[src/csau_pkg.sv]
// Purpose: Shared constants of the charger status and alert unit
// Assumes: 20 MHz system clock
// Notes: Register offsets are sub-addresses of the serial port
package csau_pkg;

  // Register sub-addresses
  localparam logic [7:0] ADDR_STATE_FLAGS = 8'h34;
  localparam logic [7:0] ADDR_LOOP_STATUS = 8'h35;
  localparam logic [7:0] ADDR_LIMIT_ALERTS = 8'h36;
  localparam logic [7:0] ADDR_STATE_ALERTS = 8'h37;

  // Register widths
  localparam int STATE_W = 11;
  localparam int LOOP_W = 4;
  localparam int LIMIT_W = 16;
  localparam int PHASE_W = 6;

  // Charger state flag positions
  localparam int BIT_TIMER_TERM = 4;
  localparam int BIT_LOWCUR_TERM = 3;
  localparam int BIT_CHG_TIME_FAULT = 2;
  localparam int BIT_BAT_MISSING = 1;
  localparam int BIT_BAT_SHORT = 0;
  localparam int BIT_PHASE_LSB = 5;

  // Limit alert positions
  localparam int BIT_MEAS_VALID = 15;
  localparam int BIT_LIMIT_UNUSED = 14;
  localparam logic [15:0] LIMIT_WRITABLE = 16'hbfff;

  // Reset values
  localparam logic [10:0] STATE_RST = 11'h000;
  localparam logic [3:0] LOOP_RST = 4'h0;
  localparam logic [15:0] LIMIT_RST = 16'h0000;
  localparam logic [10:0] SALERT_RST = 11'h000;
  localparam logic [15:0] RDATA_RST = 16'h0000;

  // Timing
  localparam int CLK_PERIOD_NS = 50;
  localparam int MEAS_CYCLE_US = 6500;
  localparam int WARMUP_US = 12000;
  localparam int MEAS_CYCLE_CLKS = (MEAS_CYCLE_US * 1000) / CLK_PERIOD_NS;
  localparam int WARMUP_CLKS = (WARMUP_US * 1000 + CLK_PERIOD_NS - 1) / CLK_PERIOD_NS;

  // Alert pin states
  typedef enum logic {ALERT_IDLE, ALERT_PULL} csau_alert_state_t;

endpackage

[src/csau_alert_unit.sv]
// Purpose: Charger state flags, loop status, latched alerts and alert pin
// Assumes: Condition inputs come from logic on the same clock
`timescale 1ns/1ps

module csau_alert_unit #(
  parameter int MEAS_CYCLES = csau_pkg::MEAS_CYCLE_CLKS,
  parameter int WARMUP_CYCLES = csau_pkg::WARMUP_CLKS
) (
  // Clock, reset, enable
  input wire logic CLK_SYS_I,
  input wire logic RST_I,
  input wire logic CE_I,
  // Charger conditions
  input wire logic CHEM_LITHIUM_I,
  input wire logic CV_TIME_OVER_I,
  input wire logic LOW_CURRENT_I,
  input wire logic CHARGE_TIME_OVER_I,
  input wire logic BAT_MISSING_I,
  input wire logic BAT_SHORT_I,
  input wire logic [5:0] PHASE_REQ_I,
  input wire logic [3:0] LOOP_REQ_I,
  // Limit comparisons and enables
  input wire logic [15:0] LIMIT_COND_I,
  input wire logic [15:0] LIMIT_EN_I,
  input wire logic [10:0] STATE_EN_I,
  // Register port
  input wire logic [7:0] REG_ADDR_I,
  input wire logic [15:0] REG_WDATA_I,
  input wire logic REG_WR_I,
  input wire logic REG_RD_I,
  output logic [15:0] REG_RDATA_O,
  output logic REG_RVALID_O,
  // Alert response and open-drain alert pin
  input wire logic RESP_READ_DONE_I,
  input wire logic ALERT_I,
  output logic ALERT_O,
  output logic ALERT_OE_O,
  output logic ALERT_LINE_LOW_O,
  // Status
  output logic [10:0] CHG_STATE_O,
  output logic [3:0] LOOP_STATUS_O,
  output logic MEAS_VALID_O
);

  localparam int MC_W = $clog2(MEAS_CYCLES + 1);
  localparam int WU_W = $clog2(WARMUP_CYCLES + 1);
  localparam logic [MC_W-1:0] MC_LAST = MC_W'(MEAS_CYCLES - 1);
  localparam logic [WU_W-1:0] WU_DONE = WU_W'(WARMUP_CYCLES);
  localparam logic [MC_W-1:0] MC_ONE = MC_W'(1);
  localparam logic [WU_W-1:0] WU_ONE = WU_W'(1);

  // Charger state and regulation loop
  logic [10:0] state_raw;
  logic [10:0] state_reg;
  logic [10:0] state_next;
  logic [3:0] loop_reg;
  logic [3:0] loop_next;

  // Limit alerts
  logic [15:0] limit_reg;
  logic [15:0] limit_next;
  logic [15:0] limit_set;
  logic [15:0] limit_clr;
  logic [15:0] snap_reg;
  logic [15:0] cond_now;
  logic wr_limit;

  // Charger state alerts
  logic [10:0] salert_reg;
  logic [10:0] salert_next;
  logic [10:0] salert_set;
  logic [10:0] salert_clr;
  logic wr_salert;

  // Measurement timing
  logic [MC_W-1:0] meas_cnt_reg;
  logic [WU_W-1:0] warm_cnt_reg;
  logic meas_tick;
  logic meas_valid_reg;

  // Alert line
  logic new_alert;
  csau_pkg::csau_alert_state_t alert_state_reg;
  csau_pkg::csau_alert_state_t alert_state_next;
  logic alert_out_reg;
  logic alert_oe_reg;
  logic alert_sync1_reg;
  logic alert_sync2_reg;
  logic line_low_reg;

  // Register read port
  logic [15:0] rdata_next;
  logic [15:0] rdata_reg;
  logic rvalid_reg;

  // Measurement cycle timer; the tick marks the end of each cycle
  always_ff @(posedge CLK_SYS_I) begin
    if (RST_I) begin
      meas_cnt_reg <= '0;
    end else if (CE_I) begin
      if (meas_tick) begin
        meas_cnt_reg <= '0;
      end else begin
        meas_cnt_reg <= meas_cnt_reg + MC_ONE;
      end
    end
  end

  assign meas_tick = (meas_cnt_reg == MC_LAST);

  // Warm-up timer; results count as valid once it has run out
  always_ff @(posedge CLK_SYS_I) begin
    if (RST_I) begin
      warm_cnt_reg <= '0;
      meas_valid_reg <= 1'b0;
    end else if (CE_I) begin
      if (warm_cnt_reg != WU_DONE) begin
        warm_cnt_reg <= warm_cnt_reg + WU_ONE;
      end
      meas_valid_reg <= (warm_cnt_reg == WU_DONE);
    end
  end

  // Comparison results are taken only at the end of a measurement cycle
  always_ff @(posedge CLK_SYS_I) begin
    if (RST_I) begin
      snap_reg <= csau_pkg::LIMIT_RST;
    end else if (CE_I && meas_tick) begin
      snap_reg <= LIMIT_COND_I;
    end
  end

  // Alerting conditions, one per limit alert bit
  always_comb begin
    cond_now = csau_pkg::LIMIT_RST;
    cond_now[csau_pkg::BIT_MEAS_VALID] = meas_valid_reg;
    cond_now[13:12] = snap_reg[13:12];
    cond_now[11:10] = snap_reg[11:10];
    cond_now[9:8] = snap_reg[9:8];
    cond_now[7:6] = snap_reg[7:6];
    cond_now[5:4] = snap_reg[5:4];
    cond_now[3:2] = snap_reg[3:2];
    cond_now[1:0] = snap_reg[1:0];
    cond_now[csau_pkg::BIT_LIMIT_UNUSED] = 1'b0;
  end

  // Host writes of zero clear; bit 14 has no latch
  assign wr_limit = REG_WR_I && (REG_ADDR_I == csau_pkg::ADDR_LIMIT_ALERTS);
  assign limit_clr = wr_limit ? (~REG_WDATA_I & csau_pkg::LIMIT_WRITABLE) : 16'h0000;

  // Per-bit latch; a set in the clearing cycle wins, so a live condition re-raises
  for (genvar gi = 0; gi < csau_pkg::LIMIT_W; gi++) begin : g_limit
    assign limit_set[gi] = cond_now[gi] & LIMIT_EN_I[gi];
    assign limit_next[gi] = limit_set[gi] |
      (limit_reg[gi] & ~limit_clr[gi] & LIMIT_EN_I[gi]);
  end

  // Only bits that can latch are stored
  always_ff @(posedge CLK_SYS_I) begin
    if (RST_I) begin
      limit_reg <= csau_pkg::LIMIT_RST;
    end else if (CE_I) begin
      limit_reg <= limit_next & csau_pkg::LIMIT_WRITABLE;
    end
  end

  // Charger state requests; terminations and timer fault need lithium
  always_comb begin
    state_raw = csau_pkg::STATE_RST;
    state_raw[csau_pkg::BIT_PHASE_LSB +: csau_pkg::PHASE_W] = PHASE_REQ_I;
    state_raw[csau_pkg::BIT_TIMER_TERM] = CHEM_LITHIUM_I & CV_TIME_OVER_I;
    state_raw[csau_pkg::BIT_LOWCUR_TERM] = CHEM_LITHIUM_I & LOW_CURRENT_I;
    state_raw[csau_pkg::BIT_CHG_TIME_FAULT] = CHEM_LITHIUM_I & CHARGE_TIME_OVER_I;
    state_raw[csau_pkg::BIT_BAT_MISSING] = BAT_MISSING_I;
    state_raw[csau_pkg::BIT_BAT_SHORT] = BAT_SHORT_I;
  end

  // Flags are exclusive: the lowest request wins, so faults outrank phases
  assign state_next = state_raw & (~state_raw + 11'h001);

  always_ff @(posedge CLK_SYS_I) begin
    if (RST_I) begin
      state_reg <= csau_pkg::STATE_RST;
    end else if (CE_I) begin
      state_reg <= state_next;
    end
  end

  // Only one loop may be shown; the lowest request wins
  assign loop_next = LOOP_REQ_I & (~LOOP_REQ_I + 4'h1);

  always_ff @(posedge CLK_SYS_I) begin
    if (RST_I) begin
      loop_reg <= csau_pkg::LOOP_RST;
    end else if (CE_I) begin
      loop_reg <= loop_next;
    end
  end

  // State alerts latch on entry into a state, never for staying in it
  assign wr_salert = REG_WR_I && (REG_ADDR_I == csau_pkg::ADDR_STATE_ALERTS);
  assign salert_clr = wr_salert ? ~REG_WDATA_I[csau_pkg::STATE_W-1:0] : 11'h000;
  assign salert_set = state_next & ~state_reg & STATE_EN_I;
  assign salert_next = salert_set | (salert_reg & ~salert_clr & STATE_EN_I);

  always_ff @(posedge CLK_SYS_I) begin
    if (RST_I) begin
      salert_reg <= csau_pkg::SALERT_RST;
    end else if (CE_I) begin
      salert_reg <= salert_next;
    end
  end

  // A set landing on an empty or just-cleared latch is a new alert
  assign new_alert = (|(limit_set & (~limit_reg | limit_clr))) ||
    (|(salert_set & (~salert_reg | salert_clr)));

  // Line stays pulled until the alert response read completes
  always_comb begin
    alert_state_next = alert_state_reg;
    case (alert_state_reg)
      csau_pkg::ALERT_IDLE: begin
        if (new_alert) begin
          alert_state_next = csau_pkg::ALERT_PULL;
        end
      end
      csau_pkg::ALERT_PULL: begin
        if (RESP_READ_DONE_I && !new_alert) begin
          alert_state_next = csau_pkg::ALERT_IDLE;
        end
      end
      default: begin
        alert_state_next = csau_pkg::ALERT_IDLE;
      end
    endcase
  end

  // Open-drain pin: driven low while pulling, released otherwise
  always_ff @(posedge CLK_SYS_I) begin
    if (RST_I) begin
      alert_state_reg <= csau_pkg::ALERT_IDLE;
      alert_oe_reg <= 1'b0;
      alert_out_reg <= 1'b1;
    end else if (CE_I) begin
      alert_state_reg <= alert_state_next;
      alert_oe_reg <= (alert_state_next == csau_pkg::ALERT_PULL);
      alert_out_reg <= (alert_state_next != csau_pkg::ALERT_PULL);
    end
  end

  // Pin level is resynchronised; idle level is high so reset gives no false low
  always_ff @(posedge CLK_SYS_I) begin
    if (RST_I) begin
      alert_sync1_reg <= 1'b1;
      alert_sync2_reg <= 1'b1;
    end else if (CE_I) begin
      alert_sync1_reg <= ALERT_I;
      alert_sync2_reg <= alert_sync1_reg;
    end
  end

  always_ff @(posedge CLK_SYS_I) begin
    if (RST_I) begin
      line_low_reg <= 1'b0;
    end else if (CE_I) begin
      line_low_reg <= ~alert_sync2_reg;
    end
  end

  // Read multiplexer
  always_comb begin
    rdata_next = csau_pkg::RDATA_RST;
    case (REG_ADDR_I)
      csau_pkg::ADDR_STATE_FLAGS: begin
        rdata_next = {5'h00, state_reg};
      end
      csau_pkg::ADDR_LOOP_STATUS: begin
        rdata_next = {12'h000, loop_reg};
      end
      csau_pkg::ADDR_LIMIT_ALERTS: begin
        rdata_next = limit_reg & csau_pkg::LIMIT_WRITABLE;
      end
      csau_pkg::ADDR_STATE_ALERTS: begin
        rdata_next = {5'h00, salert_reg};
      end
      default: begin
        rdata_next = csau_pkg::RDATA_RST;
      end
    endcase
  end

  // Read data stands with its valid strobe for one cycle after the request
  always_ff @(posedge CLK_SYS_I) begin
    if (RST_I) begin
      rdata_reg <= csau_pkg::RDATA_RST;
      rvalid_reg <= 1'b0;
    end else if (CE_I) begin
      rvalid_reg <= REG_RD_I;
      if (REG_RD_I) begin
        rdata_reg <= rdata_next;
      end
    end
  end

  // Outputs
  assign REG_RDATA_O = rdata_reg;
  assign REG_RVALID_O = rvalid_reg;
  assign ALERT_O = alert_out_reg;
  assign ALERT_OE_O = alert_oe_reg;
  assign ALERT_LINE_LOW_O = line_low_reg;
  assign CHG_STATE_O = state_reg;
  assign LOOP_STATUS_O = loop_reg;
  assign MEAS_VALID_O = meas_valid_reg;

  // Checks
  AST_TERM_LITHIUM_ONLY: assert property (
    @(posedge CLK_SYS_I) disable iff (RST_I)
    CE_I && !CHEM_LITHIUM_I |=>
      (state_reg[csau_pkg::BIT_TIMER_TERM:csau_pkg::BIT_CHG_TIME_FAULT] == 3'h0)
  ) else $error("termination flag set without lithium chemistry");

  AST_STATE_EXCLUSIVE: assert property (
    @(posedge CLK_SYS_I) disable iff (RST_I)
    $onehot0(state_reg)
  ) else $error("more than one charger state flag set");

  AST_LOOP_EXCLUSIVE: assert property (
    @(posedge CLK_SYS_I) disable iff (RST_I)
    $onehot0(loop_reg)
  ) else $error("more than one regulation loop flag set");

  AST_SNAP_STEADY: assert property (
    @(posedge CLK_SYS_I) disable iff (RST_I)
    !(CE_I && meas_tick) |=> $stable(snap_reg)
  ) else $error("limit comparison taken outside a cycle end");

  AST_LIMIT_GATED: assert property (
    @(posedge CLK_SYS_I) disable iff (RST_I)
    CE_I |=> ((limit_reg & ~$past(LIMIT_EN_I)) == 16'h0000)
  ) else $error("limit alert set while disabled");

  AST_LIMIT_REARM: assert property (
    @(posedge CLK_SYS_I) disable iff (RST_I)
    CE_I |=> ((limit_reg & $past(limit_set)) == $past(limit_set))
  ) else $error("enabled live condition not latched");

  AST_PULL_ON_NEW: assert property (
    @(posedge CLK_SYS_I) disable iff (RST_I)
    CE_I && new_alert |=> (alert_state_reg == csau_pkg::ALERT_PULL) && alert_oe_reg
  ) else $error("new alert did not pull the line");

  AST_PULL_HOLD: assert property (
    @(posedge CLK_SYS_I) disable iff (RST_I)
    CE_I && alert_oe_reg && !RESP_READ_DONE_I |=> alert_oe_reg
  ) else $error("line released before response read");

  AST_VALID_FIRST: assert property (
    @(posedge CLK_SYS_I) disable iff (RST_I)
    !meas_valid_reg |-> !limit_reg[csau_pkg::BIT_MEAS_VALID]
  ) else $error("measurement valid alert before warm-up end");

  AST_SALERT_ENTRY: assert property (
    @(posedge CLK_SYS_I) disable iff (RST_I)
    CE_I |=> ((salert_reg & ~$past(salert_reg) & ~$past(salert_set)) == 11'h000)
  ) else $error("state alert set without entry");

  AST_UNUSED_ZERO: assert property (
    @(posedge CLK_SYS_I) disable iff (RST_I)
    !limit_reg[csau_pkg::BIT_LIMIT_UNUSED]
  ) else $error("unassigned limit alert bit set");
endmodule

[config.mk]
export PLATFORM = sky130hd
export DESIGN_NAME = csau_alert_unit
export DESIGN_NICKNAME = d
export VERILOG_FILES = /design/src/csau_pkg.sv /design/src/csau_alert_unit.sv
export SDC_FILE = /design/constraint.sdc
export NUM_CORES = 1
export LEC_CHECK = 0
export ABC_AREA = 1
export ABC_CLOCK_PERIOD_IN_PS = 1700
export BUFFER_PORTS_ARGS = -buffer_cell sky130_fd_sc_hd__buf_2
export CAP_MARGIN = 20
export CORE_AREA = 2 2 111 113
export CTS_BUF_LIST = sky130_fd_sc_hd__clkbuf_8
export CTS_CLUSTER_SIZE = 25
export DETAILED_ROUTE_END_ITERATION = 6
export DIE_AREA = 0 0 113 115
export PLACE_DENSITY = 0.85
export SKIP_LAST_GASP = 1
export SYNTH_ARGS = -nofsm -noshare
export SYNTH_HDL_FRONTEND = slang
export SYNTH_SLANG_ARGS = --single-unit
[constraint.sdc]
create_clock -name CLK_SYS_I -period 1.7 [get_ports CLK_SYS_I]
set_clock_uncertainty 0.2 [all_clocks]
set_input_delay 0 -clock CLK_SYS_I [delete_from_list [all_inputs] [get_ports CLK_SYS_I]]
set_output_delay 0 -clock CLK_SYS_I [all_outputs]
set_load 0.05 [all_outputs]
## Word-level counts from Yosys, hierarchy flattened

Index checks and enable logic that the tools add are counted.

| storage, ports and cells | value |
|---|---|
| word-level logic and storage cells | 143 |
| bits in registers | 113 |
| output and inout port bits | 36 |

| cells by class | value |
|---|---|
| muxes and demuxes | 7 |
| equal/unequal tests | 7 |
| add/sub/neg operators | 4 |
| bitwise operators | 100 |
| reductions and logical operators | 10 |

Operators by type and width:

| kind | number |
|---|---|
| 11-bit bitwise AND | 6 |
| 16-bit one-hot mux with 4 select lines | 1 |
| 11-bit NOT | 5 |
| 1-bit bitwise AND | 48 |
| 8-bit by 6-bit == test with 1-bit output (second input constant) | 4 |
| 16-bit NOT | 2 |
| 11-bit OR | 2 |
| 18-bit by 1-bit adder with 18-bit output (second input constant) | 1 |
| 18-bit == test (second input constant) | 1 |
| 18-bit inequality test (second input constant) | 1 |
| 1-bit NOT | 18 |
| 17-bit by 1-bit adder with 17-bit output (second input constant) | 1 |
| 17-bit == test (second input constant) | 1 |
| 17-bit 2-to-1 mux | 1 |
| 16-bit bitwise AND | 1 |
| 16-bit 2-to-1 mux | 1 |
| 16-bit OR | 1 |
| 16-bit OR reduction | 1 |
| 1-bit OR | 15 |
| 11-bit by 1-bit adder with 11-bit output (second input constant) | 1 |
| 11-bit 2-to-1 mux | 1 |
| 11-bit OR reduction | 1 |
| 4-bit by 1-bit adder with 4-bit output (second input constant) | 1 |
| 4-bit bitwise AND | 1 |
| 7 further kinds | 12 |

## Longest topological paths before layout

| depth | value |
|---|---|
| word-level depth | 14 |
| gate-level depth with buffers | 14 |
| gate-level depth less buffers | 13 |

## Least setup slack after synthesis

OpenSTA, ideal clock, no wires.

| path | value |
|---|---|
| path type | register to register |
| start | reg meas_cnt_reg[0] |
| end | reg meas_cnt_reg[14] |
| required time | 1,381 ps |
| setup slack | -59 ps |
| stages on the path, launching flop included | 11 |
| setup time | 119 ps |
| arrival time | 1,440 ps |
| cell sequence | dfxtp_1 -> ha_1 -> nand2_1 -> nor3_4 -> nand2_1 -> nor2_1 -> nand2_1 -> nor2_2 -> nand2_1 -> o21ai_1 -> a21oi_1 |

| on the way | value |
|---|---|
| word-level cells in the longest chain between the ends | 2 |

RTL lines:

| element | RTL line | text |
|---|---|---|
| from (decl) | csau_alert_unit.sv:76 | `logic [MC_W-1:0] meas_cnt_reg;` |
| from (signal assigned) | csau_alert_unit.sv:104 | `meas_cnt_reg <= meas_cnt_reg + MC_ONE;` |
| 17-bit by 1-bit adder with 17-bit output / 17-bit == test (equally long branches) | csau_alert_unit.sv:104, csau_alert_unit.sv:109 |  |
| 17-bit 2-to-1 mux * | csau_alert_unit.sv:101 | `if (meas_tick) begin` |

Every way passes the cells marked *; elsewhere a longest branch is shown, timed or not.
A chain may end at the register's enable or synchronous reset.

## Worst setup path after layout

| path | value |
|---|---|
| start | reg warm_cnt_reg[0] |
| end | reg warm_cnt_reg[12] |

| on the way | value |
|---|---|
| word-level cells in the longest chain between the ends | 2 |

RTL lines:

| element | RTL line | text |
|---|---|---|
| from (decl) | csau_alert_unit.sv:77 | `logic [WU_W-1:0] warm_cnt_reg;` |
| from (signal assigned) | csau_alert_unit.sv:118 | `warm_cnt_reg <= warm_cnt_reg + WU_ONE;` |
| parallel branches: the longest is 2 deep, another holds 18-bit by 1-bit adder with 18-bit output | -- |  |

Several ways; the timed one is not identified.

==> summary.txt <==
Status
  – Outcome: complete, but fails checks
  – Violated checks: DRC, hold timing, setup timing

Clock network
  – Clk_lat worst skew: 400 ps
  – Total CTS buffers: 9
  – Htree depth: 3
  – CTS Sinks: about 110
  – Clk buf depth: 2
  – CTS tree: done
  – Clock transition at path regs: between 100 and 150 ps
  – Root Buffer: clkbuf_8

Worst setup path
  – Crit Path Class: reg2reg
  – CP Capture Type: register
  – CP max FO: 4
  – WP data arrival: about 2100 ps
  – Worst path max stage delay: between 300 and 400 ps
  – Max stage delay cell, worst path: dfxtp_4
  – CP cell instances: ha_1 > nand2_1 > nor2_1 > nand2_1 > nor3_2 > nand4_1 > nand2_1 > nor2_1
  – Startpoint types: register
  – Critical Path RT: around 1800 ps
  – Worst path most repeated cell: nand2_1

Timing
  – Period utilization: 1.147
  – Fmax achieved: around 510 MHz
  – Hold Slack: -11.15 ps
  – Slew Viols, Final: 0
  – Setup TNS: -5643 ps
  – Rel. slew slack: 0.6290
  – # setup viols final: between 50 and 60
  – Least-Margin Pin Slew: 554.7 ps
  – Hold Vio Cnt, Final: 1
  – Final Worst Setup Slack: -250.6 ps
  – RSZ-0062 raised after global routing: true
  – Fin crit period: approximately 2000 ps

Floorplanning
  – Starting Density: 0.5032
  – IO Count: between 100 and 150
  – # rows: 40
  – Die area: roughly 13000 sq um
  – Die Wd: about 110 microns
  – Die height: about 120 microns
  – Placeable Area: roughly 12000 sq um

Run
  – Max Cap Viol: 0

Routing
  – DRT Wirelength: around 26 mm
  – DRC: 184
  – Via count: approximately 8000
  – Post-DRT Antenna Nets: 0
  – Avg WL per Cell: a little under 20 microns
  – Vias per Instance: about 6.1
  – Initial DRC count: roughly 1400
  – First-pass DRT Iterations: 7

Power and ir drop
  – Sequential power share: 0.512
  – Leak Pwr: between 3 and 4 nW
  – Pwr Total: between 5 and 6 mW
  – Power share of the clock group: 0.298
  – Maximum vdd drop: approximately 0.39 mV
  – Cell Pwr Density: roughly 600 nW/um^2
  – Comb pwr share: 0.190
  – Int Power: roughly 3.8 mW
  – Sw power: 1.631 mW
  – Switching fraction of total power: 0.3007

Yosys
  – Synth cell types: 46
  – Yosys top cell by area: dfxtp_1
  – Yosys warning count: 0
  – Synth Instances: ~900
  – Synth async-reset ratio: 0
  – Register bit count reported by yosys: ~110
  – Avg Cell Area, Syn: 6.784 sq um
  – Post-synth EDFFs: 0
  – Mapped Nets: approximately 970
  – Sequential share of the synthesized area: 0.3773
  – Synth top area cells: dfxtp_1 (38%), nand2_1 (12%), inv_1 (7.1%), nand3_1 (5.8%), nor2_1 (4.9%)
  – Ys flop type: dfxtp_1
  – Most common cell in the synthesized netlist: nand2_1
  – Mapped Area: 5943 sq um
  – Post-synth top cells: nand2_1 (186), inv_1 (113), dfxtp_1 (112)
  – Share of the synthesized area in the top cell type: 0.3773

Final layout
  – Syn-to-layout area delta: 51.60%
  – Post-route cell area: approximately 9000 sq um
  – Final std cells w/o fill: around 1300
  – Nets: ~1300
  – Filler cells: ~710
  – N_diodes: 0
  – Layout Utilization: 0.7628
  – Layout cell share with drive strength beyond 1: 0.2908
  – Number of flip-flops in the largest register: 18

Worst hold path
  – Worst Hold Class: in2reg

Placed design
  – Port Buffers: between 100 and 150
  – Post-DP Area: 7066 sq um
  – Final HPWL DP: 13.27 mm
  – Placed Cells: 1166
  – Placer Congestion: about 0.94
  – Post-Place Setup Slack: -136.1 ps

GRT
  – First-pass GRT wire length: 33.88 mm
  – GRT Total Usage: 0.3256
  – GRT overflow: 0
  – GR Layer Usage met2: 0.5389
  – Vias in the first global route: ~7200
  – GRT met1 Usage: 0.3949
  – Met3 Use GR: 0.07380
  – Largest net degree at the start of global routing: 51
  – Most Used Layer, Global Route: met2
  – Initial antenna violation count: 0
-- placed cells by master, fill, tap and decap left out, types with 38 or more instances in the layout --
cell and instances:
dlygate4sd3_1 113, nand2_1 173, a21oi_1 50, nand3_1 63, inv_1 108, buf_4 72
nor2_1 63, dfxtp_1 97, buf_2 120, o21ai_0 38
-- worst max-delay path, delay by kind of cell (launching register included) --
kind | cells | cell delay [ps]
flops | 1 | 390
fa+ha+maj | 1 | 190
simple gates | 7 | 1050
-- routing by layer --
| metal | up-vias | part of all wire | routed length [microns] |
|---|---|---|---|
| met5 | - | 0 | 0 |
| met4 | 0 | 0.082 | 2090 |
| met2 | 740 | 0.45 | 11610 |
| li1 | 3476 | - | - |
| met1 | 3563 | 0.34 | 8605 |
| met3 | 251 | 0.13 | 3266 |
-- kinds of logic (layout without fill, tap and decap cells) --
logic type / after synthesis / in the layout / share of synthesized area
simple gates: 432 / 432 / 0.3377
compound gates: 160 / 160 / 0.1528
buf+inv: 160 / 453 / 0.1135
flops: 112 / 112 / 0.3773
xor+xnor: 8 / 8 / 0.01179
fa+ha+maj: 3 / 3 / 0.006316
other cells: 1 / 1 / 0.0006310
-- path summary, 6_finish.rpt --
| check | start | slack (ps) | depth (start not counted) | end |
|---|---|---|---|---|
| setup reg to reg | warm_cnt_reg[0] | -250 | 8 | warm_cnt_reg[12] |
| setup / recovery | warm_cnt_reg[0] | -250 | 8 | warm_cnt_reg[12] |
| hold reg to reg | REG_RDATA_O[7] | 270 | 2 | REG_RDATA_O[7] |
| hold / removal | PHASE_REQ_I[1] | -10 | 7 | salert_reg[9] |
-- power groups by stage --
stage	combinational, mW	clock [mW]	sequential [mW]
finish	1.03	1.62	2.78
global route	1.08	1.70	2.78
CTS	0.884	1.58	2.77
detailed placement	0.690	0	2.83
global placement	0.677	0	2.82
floorplan	0.329	0	2.91
-- area by class of cell --
cell class / instances / area (sq um) / share of cell area
Clock buffer: 9 / 123.9 / 0.01375
Clock inverter: 5 / 51.30 / 0.005694
Inverter: 118 / 455.4 / 0.05055
Multi-Input combinational cell: 604 / 3395 / 0.3768
Sequential cell: 112 / 2268 / 0.2518
Tap cell: 147 / 183.9 / 0.02041
Timing Repair Buffer: 320 / 2525 / 0.2802
Timing Repair inverter: 1 / 7.507 / 0.0008332
-- repair_timing --
action / CTS / global route
hold buffers: 111 / 5
gates resized for setup: 25 / 106
gates cloned: 0 / 3
endpoints found under the hold margin: 82 / 4
buffers inserted: 3 / 19
pin swaps: 9 / 33
setup endpoints to repair: 29 / 62
(Power assumes the default switching activity.)
